$ cat src/shared/rif_map.svh
`ifndef RIF_MAP_SVH
`define RIF_MAP_SVH

// Register offsets on the internal register port
`define RIF_SOFT_RESET_OFS   8'h18
`define RIF_TOP_OFS          8'h19
`define RIF_RESET_EVT_OFS    8'h1A
`define RIF_BUCK_OFS         8'h1B
`define RIF_LINREG_OFS       8'h1C
`define RIF_LIVE_OFS         8'h1D

// Reset values
`define RIF_RESET_VALUE      8'h00

// Writable (write-one-to-clear) bits of each flag register
`define RIF_TOP_W1C_MASK     8'h9F
`define RIF_REG_W1C_MASK     8'h77
`define RIF_RESET_EVT_MASK   8'h01

// Field positions in the top flag register
`define RIF_TOP_PG_BIT       7
`define RIF_TOP_LINREG_BIT   6
`define RIF_TOP_BUCK_BIT     5
`define RIF_TOP_SYNC_BIT     4
`define RIF_TOP_TSD_BIT      3
`define RIF_TOP_WARN_BIT     2
`define RIF_TOP_OVP_BIT      1
`define RIF_TOP_MEAS_BIT     0

// Field positions in the buck and linear regulator flag registers
`define RIF_A_PG_BIT         2
`define RIF_A_SC_BIT         1
`define RIF_A_ILIM_BIT       0
`define RIF_B_PG_BIT         6
`define RIF_B_SC_BIT         5
`define RIF_B_ILIM_BIT       4

// Field positions in the reset and live status registers
`define RIF_SOFT_RESET_BIT   0
`define RIF_RESET_EVT_BIT    0
`define RIF_LIVE_PG_BIT      7
`define RIF_LIVE_SYNC_BIT    4
`define RIF_LIVE_TSD_BIT     3
`define RIF_LIVE_WARN_BIT    2
`define RIF_LIVE_OVP_BIT     1

// Timing
`define RIF_CLK_PERIOD_NS    20
`define RIF_SC_TIME_NS       1000000
`define RIF_SC_CYCLES        ((`RIF_SC_TIME_NS + `RIF_CLK_PERIOD_NS - 1) / `RIF_CLK_PERIOD_NS)
`define RIF_SC_CNT_W         17

`endif

$ cat src/shared/rif_pkg.sv
package rif_pkg;

    typedef enum logic [1:0] {
        RIF_SEQ_RUN   = 2'b00,
        RIF_SEQ_HOLD  = 2'b01,
        RIF_SEQ_START = 2'b10
    } rif_seq_t;

    typedef logic [2:0] rif_reg_evt_t;

endpackage : rif_pkg

$ cat src/rtl/rif_short_timer.sv
`timescale 1ns/100ps
`include "rif_map.svh"

module rif_short_timer #(
    parameter int SC_CYCLES = `RIF_SC_CYCLES
) (
    input  wire logic clk,
    input  wire logic rst_n,
    input  wire logic clear,
    input  wire logic below,
    output logic      expired
);

    localparam logic [`RIF_SC_CNT_W-1:0] LIMIT = `RIF_SC_CNT_W'(SC_CYCLES);

    logic [`RIF_SC_CNT_W-1:0] cnt;

    // Any sample above threshold restarts the window
    always_ff @(posedge clk or negedge rst_n) begin
        if (!rst_n) begin
            cnt <= '0;
        end else if (clear || !below) begin
            cnt <= '0;
        end else if (cnt != LIMIT) begin
            cnt <= cnt + `RIF_SC_CNT_W'(1);
        end
    end

    // Fires only once the low level has outlasted the full window
    always_ff @(posedge clk or negedge rst_n) begin
        if (!rst_n) begin
            expired <= 1'b0;
        end else begin
            expired <= !clear && below && (cnt == LIMIT);
        end
    end

endmodule : rif_short_timer

$ cat src/rtl/rif_top.sv
`timescale 1ns/100ps
`include "rif_map.svh"

// Overview of operation
// - Power-good output falling from active to inactive latches top bit 7.
// - Each latched flag clears when the host writes one to it; a reset event also clears all but the reset flag.
// - Linear regulator summary bit reads set while its flag register is nonzero.
// - Buck summary bit reads set while the buck flag register is nonzero.
// - External clock appearing or disappearing latches the clock flag.
// - Thermal shutdown latches its flag, drops regulators and general outputs.
// - No regulator is enabled while the latched shutdown flag is set.
// - A live thermal shutdown status bit sits beside the latched flag.
// - Thermal warning latches its flag and has a live status bit.
// - Overvoltage latches its flag, drops regulators and outputs, live bit too.
// - A new load current result latches the measurement-done flag, bit 0.
// - Supply undervoltage or software reset latches the reset flag at 0x1A.
// - A reset event drops regulators, defaults registers, then starts up again.
// - Buck power-good events latch bit 2 for buck A, bit 6 for buck B.
// - Buck short flag latches after output stays low more than 1 ms.
// - Buck current-limit flag latches whenever its limiter has been active.
// - Reset flag register reads zero after reset, reserved bits included.
// - Linear regulators keep their own power-good, short and limit flags.
// - Software reset request bit clears itself after triggering the reset.
module rif_top #(
    parameter int SC_CYCLES = `RIF_SC_CYCLES
) (
    input  wire logic       clk,
    input  wire logic       rst_n,
    input  wire logic [7:0] reg_addr,
    input  wire logic [7:0] reg_wdata,
    input  wire logic       reg_wr,
    output logic      [7:0] reg_rd_data,
    input  wire logic       power_good_output,
    input  wire logic       ext_clk_present,
    input  wire logic       thermal_shutdown_in,
    input  wire logic       thermal_warning_in,
    input  wire logic       input_overvoltage_in,
    input  wire logic       meas_done,
    input  wire logic       analog_supply_uv,
    input  wire logic [3:0] pg_invalid,
    input  wire logic [3:0] below_sc,
    input  wire logic [3:0] ilim_active,
    input  wire logic [3:0] reg_enable_req,
    input  wire logic       general_output_a_req,
    input  wire logic       general_output_b_req,
    output logic      [3:0] reg_enable,
    output logic            general_output_a,
    output logic            general_output_b,
    output logic            thermal_shutdown_live,
    output logic            thermal_warning_live,
    output logic            input_overvoltage_live,
    output logic            serial_reset,
    output logic            mem_reload,
    output logic            startup_start
);

    rif_pkg::rif_seq_t state;
    rif_pkg::rif_seq_t next_state;

    logic [7:0] top_flags;
    logic [7:0] buck_event_flags;
    logic [7:0] linreg_event_flags;
    logic [7:0] reset_event_flags;
    logic       soft_reset_request;
    logic [7:0] next_top;
    logic [7:0] next_buck;
    logic [7:0] next_linreg;
    logic [7:0] next_reset_evt;
    logic [7:0] next_rd_data;
    logic [7:0] top_set;
    logic [7:0] buck_set;
    logic [7:0] linreg_set;
    logic       pg_prev;
    logic       clk_prev;
    logic [3:0] pgi_prev;
    logic       run;
    logic       hold;
    logic       wr_ok;
    logic       reset_evt;
    logic       kill;
    logic       buck_summary_flag;
    logic       linreg_summary_flag;
    logic       power_good_drop;
    logic       sync_change;
    logic [3:0] sc_expired;

    rif_pkg::rif_reg_evt_t reg_evt [4];

    assign run       = (state == rif_pkg::RIF_SEQ_RUN);
    assign hold      = (state == rif_pkg::RIF_SEQ_HOLD);
    assign wr_ok     = reg_wr && run;
    assign reset_evt = run && (analog_supply_uv || soft_reset_request);

    // Sequencer for undervoltage and software reset
    always_comb begin
        next_state = state;
        case (state)
            rif_pkg::RIF_SEQ_RUN: begin
                if (reset_evt) begin
                    next_state = rif_pkg::RIF_SEQ_HOLD;
                end
            end
            rif_pkg::RIF_SEQ_HOLD: begin
                // Stay down as long as the supply is still low
                if (!analog_supply_uv) begin
                    next_state = rif_pkg::RIF_SEQ_START;
                end
            end
            rif_pkg::RIF_SEQ_START: begin
                next_state = rif_pkg::RIF_SEQ_RUN;
            end
            default: begin
                next_state = rif_pkg::RIF_SEQ_RUN;
            end
        endcase
    end

    always_ff @(posedge clk or negedge rst_n) begin
        if (!rst_n) begin
            state <= rif_pkg::RIF_SEQ_RUN;
        end else begin
            state <= next_state;
        end
    end

    always_ff @(posedge clk or negedge rst_n) begin
        if (!rst_n) begin
            serial_reset  <= 1'b0;
            mem_reload    <= 1'b0;
            startup_start <= 1'b0;
        end else begin
            serial_reset  <= run && soft_reset_request;
            mem_reload    <= run && soft_reset_request;
            startup_start <= (state == rif_pkg::RIF_SEQ_START);
        end
    end

    // Request bit lives exactly one cycle
    always_ff @(posedge clk or negedge rst_n) begin
        if (!rst_n) begin
            soft_reset_request <= 1'b0;
        end else if (soft_reset_request || !run) begin
            soft_reset_request <= 1'b0;
        end else if (wr_ok && reg_addr == `RIF_SOFT_RESET_OFS) begin
            soft_reset_request <= reg_wdata[`RIF_SOFT_RESET_BIT];
        end
    end

    // Edge history for event detection
    always_ff @(posedge clk or negedge rst_n) begin
        if (!rst_n) begin
            pg_prev  <= 1'b0;
            clk_prev <= 1'b0;
            pgi_prev <= 4'h0;
        end else begin
            pg_prev  <= power_good_output;
            clk_prev <= ext_clk_present;
            pgi_prev <= pg_invalid;
        end
    end

    assign power_good_drop = pg_prev && !power_good_output;
    assign sync_change     = clk_prev != ext_clk_present;

    // Index 0,1 are bucks A,B; index 2,3 are linear regulators A,B
    for (genvar i = 0; i < 4; i++) begin : g_reg
        rif_short_timer #(
            .SC_CYCLES (SC_CYCLES)
        ) u_sc (
            .clk     (clk),
            .rst_n   (rst_n),
            .clear   (!run),
            .below   (below_sc[i]),
            .expired (sc_expired[i])
        );

        // Valid to invalid is the power-good event
        assign reg_evt[i] = {pg_invalid[i] && !pgi_prev[i], sc_expired[i],
                             ilim_active[i]};
    end

    assign buck_set   = {1'b0, reg_evt[1], 1'b0, reg_evt[0]};
    assign linreg_set = {1'b0, reg_evt[3], 1'b0, reg_evt[2]};
    assign top_set    = {power_good_drop, 2'b00, sync_change, thermal_shutdown_in,
                         thermal_warning_in, input_overvoltage_in, meas_done};

    // Set wins over a clear in the same cycle so no event is lost
    always_comb begin
        next_top       = top_flags;
        next_buck      = buck_event_flags;
        next_linreg    = linreg_event_flags;
        next_reset_evt = reset_event_flags;
        if (wr_ok && reg_addr == `RIF_TOP_OFS) begin
            next_top = top_flags & ~(reg_wdata & `RIF_TOP_W1C_MASK);
        end
        if (wr_ok && reg_addr == `RIF_BUCK_OFS) begin
            next_buck = buck_event_flags & ~(reg_wdata & `RIF_REG_W1C_MASK);
        end
        if (wr_ok && reg_addr == `RIF_LINREG_OFS) begin
            next_linreg = linreg_event_flags & ~(reg_wdata & `RIF_REG_W1C_MASK);
        end
        if (wr_ok && reg_addr == `RIF_RESET_EVT_OFS) begin
            next_reset_evt = reset_event_flags & ~(reg_wdata & `RIF_RESET_EVT_MASK);
        end
        next_top       = (next_top | top_set) & `RIF_TOP_W1C_MASK;
        next_buck      = (next_buck | buck_set) & `RIF_REG_W1C_MASK;
        next_linreg    = (next_linreg | linreg_set) & `RIF_REG_W1C_MASK;
        next_reset_evt = next_reset_evt & `RIF_RESET_EVT_MASK;
        if (reset_evt) begin
            next_reset_evt[`RIF_RESET_EVT_BIT] = 1'b1;
        end
    end

    // Reset event returns every other flag to default
    always_ff @(posedge clk or negedge rst_n) begin
        if (!rst_n) begin
            top_flags          <= `RIF_RESET_VALUE;
            buck_event_flags   <= `RIF_RESET_VALUE;
            linreg_event_flags <= `RIF_RESET_VALUE;
        end else if (hold) begin
            top_flags          <= `RIF_RESET_VALUE;
            buck_event_flags   <= `RIF_RESET_VALUE;
            linreg_event_flags <= `RIF_RESET_VALUE;
        end else begin
            top_flags          <= next_top;
            buck_event_flags   <= next_buck;
            linreg_event_flags <= next_linreg;
        end
    end

    // The reset flag must outlive the reset it reports
    always_ff @(posedge clk or negedge rst_n) begin
        if (!rst_n) begin
            reset_event_flags <= `RIF_RESET_VALUE;
        end else begin
            reset_event_flags <= next_reset_evt;
        end
    end

    assign buck_summary_flag   = |buck_event_flags;
    assign linreg_summary_flag = |linreg_event_flags;

    // Live status follows the inputs with one register of delay
    always_ff @(posedge clk or negedge rst_n) begin
        if (!rst_n) begin
            thermal_shutdown_live  <= 1'b0;
            thermal_warning_live   <= 1'b0;
            input_overvoltage_live <= 1'b0;
        end else begin
            thermal_shutdown_live  <= thermal_shutdown_in;
            thermal_warning_live   <= thermal_warning_in;
            input_overvoltage_live <= input_overvoltage_in;
        end
    end

    // Latched shutdown keeps everything off until software clears it
    assign kill = top_flags[`RIF_TOP_TSD_BIT] || top_flags[`RIF_TOP_OVP_BIT]
               || thermal_shutdown_in || input_overvoltage_in || !run;

    always_ff @(posedge clk or negedge rst_n) begin
        if (!rst_n) begin
            reg_enable       <= 4'h0;
            general_output_a <= 1'b0;
            general_output_b <= 1'b0;
        end else if (kill) begin
            reg_enable       <= 4'h0;
            general_output_a <= 1'b0;
            general_output_b <= 1'b0;
        end else begin
            reg_enable       <= reg_enable_req;
            general_output_a <= general_output_a_req;
            general_output_b <= general_output_b_req;
        end
    end

    // Read data is registered; unmapped addresses read zero
    always_comb begin
        next_rd_data = 8'h00;
        if (reg_addr == `RIF_TOP_OFS) begin
            next_rd_data = top_flags;
            next_rd_data[`RIF_TOP_LINREG_BIT] = linreg_summary_flag;
            next_rd_data[`RIF_TOP_BUCK_BIT]   = buck_summary_flag;
        end else if (reg_addr == `RIF_RESET_EVT_OFS) begin
            next_rd_data = reset_event_flags;
        end else if (reg_addr == `RIF_BUCK_OFS) begin
            next_rd_data = buck_event_flags;
        end else if (reg_addr == `RIF_LINREG_OFS) begin
            next_rd_data = linreg_event_flags;
        end else if (reg_addr == `RIF_SOFT_RESET_OFS) begin
            next_rd_data[`RIF_SOFT_RESET_BIT] = soft_reset_request;
        end else if (reg_addr == `RIF_LIVE_OFS) begin
            next_rd_data[`RIF_LIVE_PG_BIT]   = power_good_output;
            next_rd_data[`RIF_LIVE_SYNC_BIT] = !ext_clk_present;
            next_rd_data[`RIF_LIVE_TSD_BIT]  = thermal_shutdown_live;
            next_rd_data[`RIF_LIVE_WARN_BIT] = thermal_warning_live;
            next_rd_data[`RIF_LIVE_OVP_BIT]  = input_overvoltage_live;
        end
    end

    always_ff @(posedge clk or negedge rst_n) begin
        if (!rst_n) begin
            reg_rd_data <= 8'h00;
        end else begin
            reg_rd_data <= next_rd_data;
        end
    end
endmodule : rif_top

$ cat config.mk
export PLATFORM = sky130hd
export DESIGN_NAME = rif_top
export DESIGN_NICKNAME = d
export VERILOG_FILES = /design/src/shared/rif_pkg.sv /design/src/rtl/rif_short_timer.sv /design/src/rtl/rif_top.sv
export VERILOG_INCLUDE_DIRS = /design/src /design/src/shared
export SDC_FILE = /design/constraint.sdc
export NUM_CORES = 1
export LEC_CHECK = 0
export ABC_AREA = 1
export BUFFER_PORTS_ARGS = -buffer_cell sky130_fd_sc_hd__buf_2
export CAP_MARGIN = 20
export CORE_MARGIN = 2
export CORE_UTILIZATION = 38
export DETAILED_ROUTE_END_ITERATION = 12
export GPL_TIMING_DRIVEN = 0
export PLACE_DENSITY = 0.6
export SETUP_SLACK_MARGIN = 0.5
export SYNTH_ARGS = -nofsm -noshare
export SYNTH_HDL_FRONTEND = slang
export SYNTH_SLANG_ARGS = --single-unit
$ cat constraint.sdc
create_clock -name clk -period 1.4 [get_ports clk]
set_clock_uncertainty 0.2 [all_clocks]
set_input_delay 0.14 -clock clk [delete_from_list [all_inputs] [get_ports clk]]
set_output_delay 0.14 -clock clk [all_outputs]
set_load 0.01 [all_outputs]
==> results.yml, run 1 <==
run_status:
  violations_in_the_final_reports: "negative hold slack, negative setup slack"
  outcome: "complete, but fails checks"
setup_path:
  cp_slowest_stage_delay_ns: 0.36
  worstPathMaxFanout: 8
  critPathKind: "register to register"
  critical_path.reg2reg.endpoint: "g_reg[1].u_sc.cnt[6]$_DFFE_PN0N_"
  critical_path_required_ns: 1.49
  start_kind: "register"
  critical_path.endpoint_type: "register"
  cp_data_arrival_time_ns: 1.67
  cp_cell_sequence: "inv_2, nand2_4, buf_6, clkinv_8, buf_12, nand2_8, clkinv_8, o21ai_2, a21oi_1"
  r2r_start: "state[1]$_DFFE_PN0P_"
  depth_of_the_most_critical_reg_to_reg_path: 9
  cpMaxStageDelayCell: "sky130_fd_sc_hd__dfrtp_1"
  worst_path_most_repeated_cell: "sky130_fd_sc_hd__clkinv_8"
  reg2reg_slack_ns: -0.19
power_and_ir_drop:
  power_per_cell_area_mw_per_mm2: 1120
  power_mw: 11.04
  irDropWorstVdd_v: 0.0008332
  power_leakage_nw: 4.409
logic_synthesis:
  synthDistinctLibCells: 37
  synth_compound_gate_area_share_pct: 6.565
  ys_seq_area_share_pct: 47.34
  syn_inst: 810
  mappedNetlistArea_mm2: 0.006290
  async_flop_share_pct: 100.0
  synth_top_family_by_area: "simple AND/OR/NAND/NOR gates"
  synthesis.yosys.warnings: 0
  yosys-top-cells-count: "sky130_fd_sc_hd__nand2_1 (173), sky130_fd_sc_hd__nor2_1 (124), sky130_fd_sc_hd__dfrtp_1 (119)"
  avgSynthCellArea_um2: 7.765
  synthSimpleGateAreaFrac_pct: 34.18
  netlist_top_cells_area: "sky130_fd_sc_hd__dfrtp_1 (47%), sky130_fd_sc_hd__nand2_1 (10%), sky130_fd_sc_hd__nor2_1 (7.4%), sky130_fd_sc_hd__inv_1 (6.9%), sky130_fd_sc_hd__nand3_1 (6.2%)"
  synth_xor_area_share_pct: 1.810
  yosys.area.top_type_share_pct: 47.34
  yosys.cell_count.top_type: "sky130_fd_sc_hd__nand2_1"
  synth_enable_flop_cells: 0
  postSynthRegisterBits: 119
  synth_nets: 862
  post-synth-top-area-cell: "sky130_fd_sc_hd__dfrtp_1"
  synth_adder_area_share_pct: 1.591
  synth.mux.area_fraction_pct: 0
  synth-main-ff-cell: "sky130_fd_sc_hd__dfrtp_1"
timing:
  finalSetupViolCount: 97
  final_hold_viol_count: 157
  worst_slew_pin_slew_ns: 0.4711
  slew_headroom_pct: 68.59
  worst_hold_slack_ns: -0.6138
  timing_max_transition_violations_final: 0
  final_period_minus_worst_setup_slack_ns: 1.585
  final.period_utilization_pct: 113.2
  grt_setup_unrepaired: "yes"
  post-route-worst-setup-slack_ns: -0.1851
  maxClockFrequency_ghz: 0.6309
floorplan:
  die-area_mm2: 0.01760
  core_area_mm2: 0.01641
  placement_rows: 47
  floorplan.initialDensity_pct: 38.34
  die_height_um: 132.7
  die_width_um: 132.7
  num_ports: 64
global_route:
  first_global_vias: 5628
  gr-total-overflow: 0
  globalRouteTotalUtil_pct: 19.42
  grt_antenna_before_repair: 0
  largest_net_degree_at_the_start_of_global_routing: 92
  grt_first_pass_wirelength_mm: 27.54
route:
  drt_pre_antenna_iters: 4
  drc_errors: 0
  route.final.wire_length_mm: 17.46
  drtAntennaViolNets: 0
  initialDrtViolationCount: 394
  vias: 6066
  routed_wire_length_per_instance_um: 14.06
  route.detailed.vias_per_inst: 4.884
cells_and_area:
  fraction_of_final_layout_cells_sized_beyond_drive_strength_1_pct: 43.93
  insertedDiodeCount: 0
  number_of_nets_in_the_final_layout: 1062
  layout-area-overhead-vs-synth_pct: 56.75
  final_design_area_no_fill_mm2: 0.009859
clock_tree:
  cts_inserted_buffers: 17
  tritoncts_num_sinks: 119
  cts.clk_slew.worst_paths_ns: 0.06
  cts-root-buf: "sky130_fd_sc_hd__clkbuf_16"
  hold_buffers: 23
  cts-root-to-sink-buffers: 2
  cts.htree.levels: 4
  worstSkewPairLatency_ns: 0.42
  cts_tree: "built"
placed_design:
  place_ws_ns: -0.2271
  portBuffers: 63
  detailed_place_hpwl_mm: 10.46
  placedInstanceArea_mm2: 0.007263
  gp_congestion: 0.8244
hold_path:
  worst_hold_path_type: "input pin to async pin"
flow_run:
  max_cap_viol_count: 0
-- worst max-delay path by stage --
stage / startpoint / to / depth (start not counted)
detailed placement: state[0]$_DFFE_PN0P_ / soft_reset_request$_DFFE_PN0P_ / 6
floorplan: g_reg[2].u_sc.cnt[0]$_DFFE_PN0N_ / g_reg[2].u_sc.cnt[12]$_DFFE_PN0N_ / 8
global placement: rst_n / g_reg[3].u_sc.cnt[4]$_DFFE_PN0N_ / 1
global route: g_reg[3].u_sc.cnt[0]$_DFFE_PN0N_ / g_reg[3].u_sc.cnt[15]$_DFFE_PN0N_ / 7
finish: state[1]$_DFFE_PN0P_ / g_reg[1].u_sc.cnt[6]$_DFFE_PN0N_ / 9
CTS: g_reg[2].u_sc.cnt[0]$_DFFE_PN0N_ / g_reg[2].u_sc.cnt[12]$_DFFE_PN0N_ / 9
-- timing repair --
item / CTS / global route
endpoints found under the setup margin: 127 / 130
setup buffers: 54 / 34
hold endpoints to repair: 193 / 156
gates resized for setup: 117 / 154
pin swaps: 71 / 69
gates cloned: 5 / 1
-- cell families (layout without fill, tap and decap cells) --
kind of cell,Yosys count,count (layout)
compound gates,78,78
xor+xnor,13,13
fa+ha+maj,8,8
buf+inv,130,342
flops,119,119
simple gates,462,462
-- metal layers --
metal / GRT usage [%] / routed length, µm / up-vias
met5: 0 / 0 / -
met4: 6.033 / 303 / 0
met3: 4.444 / 551 / 30
met2: 31.17 / 8678 / 128
met1: 26.20 / 7927 / 2893
li1: - / - / 3015
-- layout make-up --
cell class	count	area, µm²
Buffer	9	127.6
Clock buffer	28	516.7
Clock inverter	3	40.04
Fill cell	1316	6548
Inverter	121	530.5
Multi-Input combinational cell	561	3760
Sequential cell	119	2997
Tap cell	220	275.3
Timing Repair Buffer	180	1602
Timing Repair inverter	1	11.26
-- worst max-delay path: cells and delay by family, from the launching register on --
family          cells  cell delay (ns)
compound gates      2             0.11
buf+inv             5             0.53
flops               1             0.36
simple gates        2             0.24
-- power breakdown --
part,switching (mW),internal [mW],total (mW),leakage (nW)
clock network,1.49,2.66,4.15,0.274
registers,0.228,3.69,3.92,1.58
logic,1.46,1.51,2.97,2.56
-- placed cells by master, fill, tap and decap left out, drive strengths merged, types with 5 or more instances in the layout --
master and n:
o21ai 28, nand4 29, nand2 187, nor2 140
dfrtp 119, clkinv 5, inv 119, ha 8
a21oi 42, clkbuf 29, nor3 19, buf 165
dlygate4sd3 23, xor2 12, nand3 81
-- through the flow --
stage                     TNS [ns]  utilization, %  hold slack (ns)  std cells
final                       -9.922           60.09          -0.6138       1242
after detailed placement    -7.371           44.27          -0.1609       1094
after global placement     -195.19           44.06          0.06534       1093
after global routing        -16.32           60.09          -0.6030       1242
after CTS                   -3.973           55.06          -0.6105       1207
after floorplan            -0.2362               -          -0.3556        810
-- registers in the layout (all words and copies together) (netlist names), 2 cells and up --
register and cells:
reg_rd_data 8, buck_event_flags 6, g.u_sc.expired 4, pgi_prev 4, state 2, g.u_sc.cnt 68, reg_enable 4, linreg_event_flags 6
top_flags 6
No activity file was read; power rests on OpenSTA's default activity.
==> run 2, diff against run 1 <==
Settings changed: PLACE_DENSITY 0.6 to 0.57.
Clock period 1.4 ns to 1.8 ns, I/O delays scaled along.
==> run 2 against run 1 <==
Against the previous run:
- the run now ends clean
- global-route usage grew 1.0 points
- worst hold slack improved by 0.63 ns
- power is 22% lower
- critical endpoint is now g_reg[0].u_sc.cnt[0]$_DFFE_PN0N_
- highest routed layer unchanged
==> results.yml, run 2 (synthesis results as in run 1) <==
power_and_ir_drop:
  power_leakage_nw: 4.391
  power.share.combinational_pct: 23.2
  power_mw: 8.611
  p_seq_share_pct: 35.6
  p_sw_share_pct: 28.76
  cell_internal_pwr_mw: 6.135
  power_per_cell_area_mw_per_mm2: 882.5
  power.share.clock_pct: 41.2
  p_switching_mw: 2.476
  irDropWorstVdd_v: 0.0007981
floorplan:
  placement_rows: 47
  die_height_um: 132.7
  core_area_mm2: 0.01641
  die_width_um: 132.7
  floorplan.initialDensity_pct: 38.34
  num_ports: 64
  die-area_mm2: 0.01760
setup_path:
  depth_of_the_most_critical_reg_to_reg_path: 8
  cpMaxStageDelayCell: "sky130_fd_sc_hd__dfrtp_2"
  critical_path.endpoint_type: "register"
  worstPathMaxFanout: 4
  cp_data_arrival_time_ns: 1.74
  worst_path_most_repeated_cell: "sky130_fd_sc_hd__nand2_1"
  cp_slowest_stage_delay_ns: 0.45
  cp_num_buf_inv: 1
  critical_path.top_delay_family: "simple AND/OR/NAND/NOR gates"
  start_kind: "register"
  cp_cell_sequence: "inv_2, ha_4, nand4_1, nor2_2, nand2_2, nor2_4, nand2_1, nand2_1"
  critPathKind: "register to register"
  critical_path_required_ns: 1.96
  critical_path_cell_count: 8
placed_design:
  gp_congestion: 0.8535
  portBuffers: 63
  detailed_place_hpwl_mm: 10.82
  place_ws_ns: 0.1111
hold_path:
  hold_depth: 6
  worst_hold_path_type: "input pin to register"
global_route:
  largest_net_degree_at_the_start_of_global_routing: 84
  grt_first_pass_wirelength_mm: 28.59
  grt_antenna_before_repair: 0
  gr-total-overflow: 0
  first_global_vias: 5941
  globalRouteTotalUtil_pct: 20.42
route:
  drtAntennaViolNets: 0
  route.final.wire_length_mm: 18.59
  routed_wire_length_per_instance_um: 14.90
  vias: 6107
  drc_errors: 0
  drt_pre_antenna_iters: 5
  initialDrtViolationCount: 309
  route.detailed.vias_per_inst: 4.893
timing:
  worst_slew_pin_slew_ns: 0.4018
  final.period_utilization_pct: 87.85
  maxClockFrequency_ghz: 0.6324
  timing_max_transition_violations_final: 0
  post-route-worst-setup-slack_ns: 0.2187
  finalSetupViolCount: 0
  grt_setup_unrepaired: "yes"
  final_period_minus_worst_setup_slack_ns: 1.581
  worst_hold_slack_ns: 0.01410
  slew_headroom_pct: 73.11
  final_hold_viol_count: 0
cells_and_area:
  largestRegisters: "g.u_sc.cnt: 68 flops, reg_rd_data: 8 flops"
  layout-area-overhead-vs-synth_pct: 55.12
  mostFrequentLayoutCells: "sky130_fd_sc_hd__nand2_1 (144), sky130_fd_sc_hd__dfrtp_1 (100), sky130_fd_sc_hd__inv_1 (97)"
  max_flop_register: "g.u_sc.cnt"
  number_of_nets_in_the_final_layout: 1067
  insertedDiodeCount: 0
  most_common_cell_after_layout_fill_and_taps_aside: "sky130_fd_sc_hd__nand2_1"
  fraction_of_final_layout_cells_sized_beyond_drive_strength_1_pct: 40.37
  layout.core_utilization_pct: 59.47
  largest_reg_flops: 68
clock_tree:
  worstSkewPairLatency_ns: 0.43
  cts_inserted_buffers: 17
  tritoncts_num_sinks: 119
  cts.clk_slew.worst_paths_ns: 0.06
  cts_tree: "built"
  cts.htree.levels: 4
  cts-root-buf: "sky130_fd_sc_hd__clkbuf_16"
  cts-root-to-sink-buffers: 2
run_status:
  outcome: "finished, final reports clean"
flow_run:
  max_cap_viol_count: 0
## run 2: cell count changes in the layout (fill, tap and decap cells not counted), sizes merged
cell	previous run	this run
dlygate4sd3	23	37
buf	165	153
clkbuf	29	22
clkinvlp	0	4
bufinv	1	3
dlymetal6s4s	0	2
inv	119	121
nand2	187	188
## run 2: repair_timing
| action | CTS | global route |
|---|---|---|
| hold buffers | 39 | 0 |
| resized for setup | 153 | 117 |
| pin swaps | 55 | 59 |
| cloned | 5 | 3 |
| setup endpoints to repair | 117 | 186 |
| setup buffers | 43 | 32 |
| hold endpoints to repair | 179 | 0 |
## run 2: final timing paths
check / from / to / slack [ns]
max: g_reg[0].u_sc.cnt[1]$_DFFE_PN0N_ / g_reg[0].u_sc.cnt[0]$_DFFE_PN0N_ / 0.22
min: reg_addr[1] / reset_event_flags[0]$_DFFE_PN0P_ / 0.01
max reg2reg: g_reg[0].u_sc.cnt[1]$_DFFE_PN0N_ / g_reg[0].u_sc.cnt[0]$_DFFE_PN0N_ / 0.22
min reg2reg: reset_event_flags[0]$_DFFE_PN0P_ / reset_event_flags[0]$_DFFE_PN0P_ / 0.29
max in group asynchronous: rst_n / top_flags[0]$_DFF_PN0_ / 0.76
min in group asynchronous: rst_n / startup_start$_DFF_PN0_ / 0.03
## run 2: cell type report
class	instances	area (µm²)
fillers	1408	6650
multi-input cells	562	3642
flip-flops and latches	119	3002
repair buffers	184	1608
inverters	121	501.7
clock buffers	21	470.5
well taps	220	275.3
clock inverters	11	147.6
plain buffers	9	98.84
repair inverters	1	11.26
## run 2: power by group through the flow
stage | clock network (mW) | registers [mW] | logic, mW
2_1_floorplan | 0 | 3.03 | 0.643
3_3_place_gp | 0 | 3.07 | 0.975
3_5_place_dp | 0 | 3.06 | 0.993
4_1_cts | 3.61 | 3.04 | 1.66
5_1_grt | 3.75 | 3.08 | 2.15
6_report | 3.55 | 3.06 | 2.00
## run 2: worst min-delay path: stages
cell                      delay, ns
sky130_fd_sc_hd__buf_4         0.13
sky130_fd_sc_hd__inv_2         0.06
sky130_fd_sc_hd__nor3_1        0.06
sky130_fd_sc_hd__nand4_1       0.07
sky130_fd_sc_hd__nand2_1       0.05
sky130_fd_sc_hd__nand2_1       0.05
## run 2: stage by stage
| step | cell area, µm² | setup TNS, ns | std cells |
|---|---|---|---|
| after global placement | 7037 | -147.98 | 1093 |
| final | 9757 | 0 | 1248 |
| after floorplan | 6446 | 0 | 810 |
| after CTS | 9045 | 0 | 1213 |
| after detailed placement | 7071 | 0 | 1094 |
| after global routing | 9757 | 0 | 1248 |
## run 2: per-layer routing
metal	part of all wire (%)	track usage, %	wire length [µm]
met5	0	0	0
met4	2.1	7.826	384
met3	3.2	4.215	599
met2	49	33.48	9157
met1	45	26.65	8447
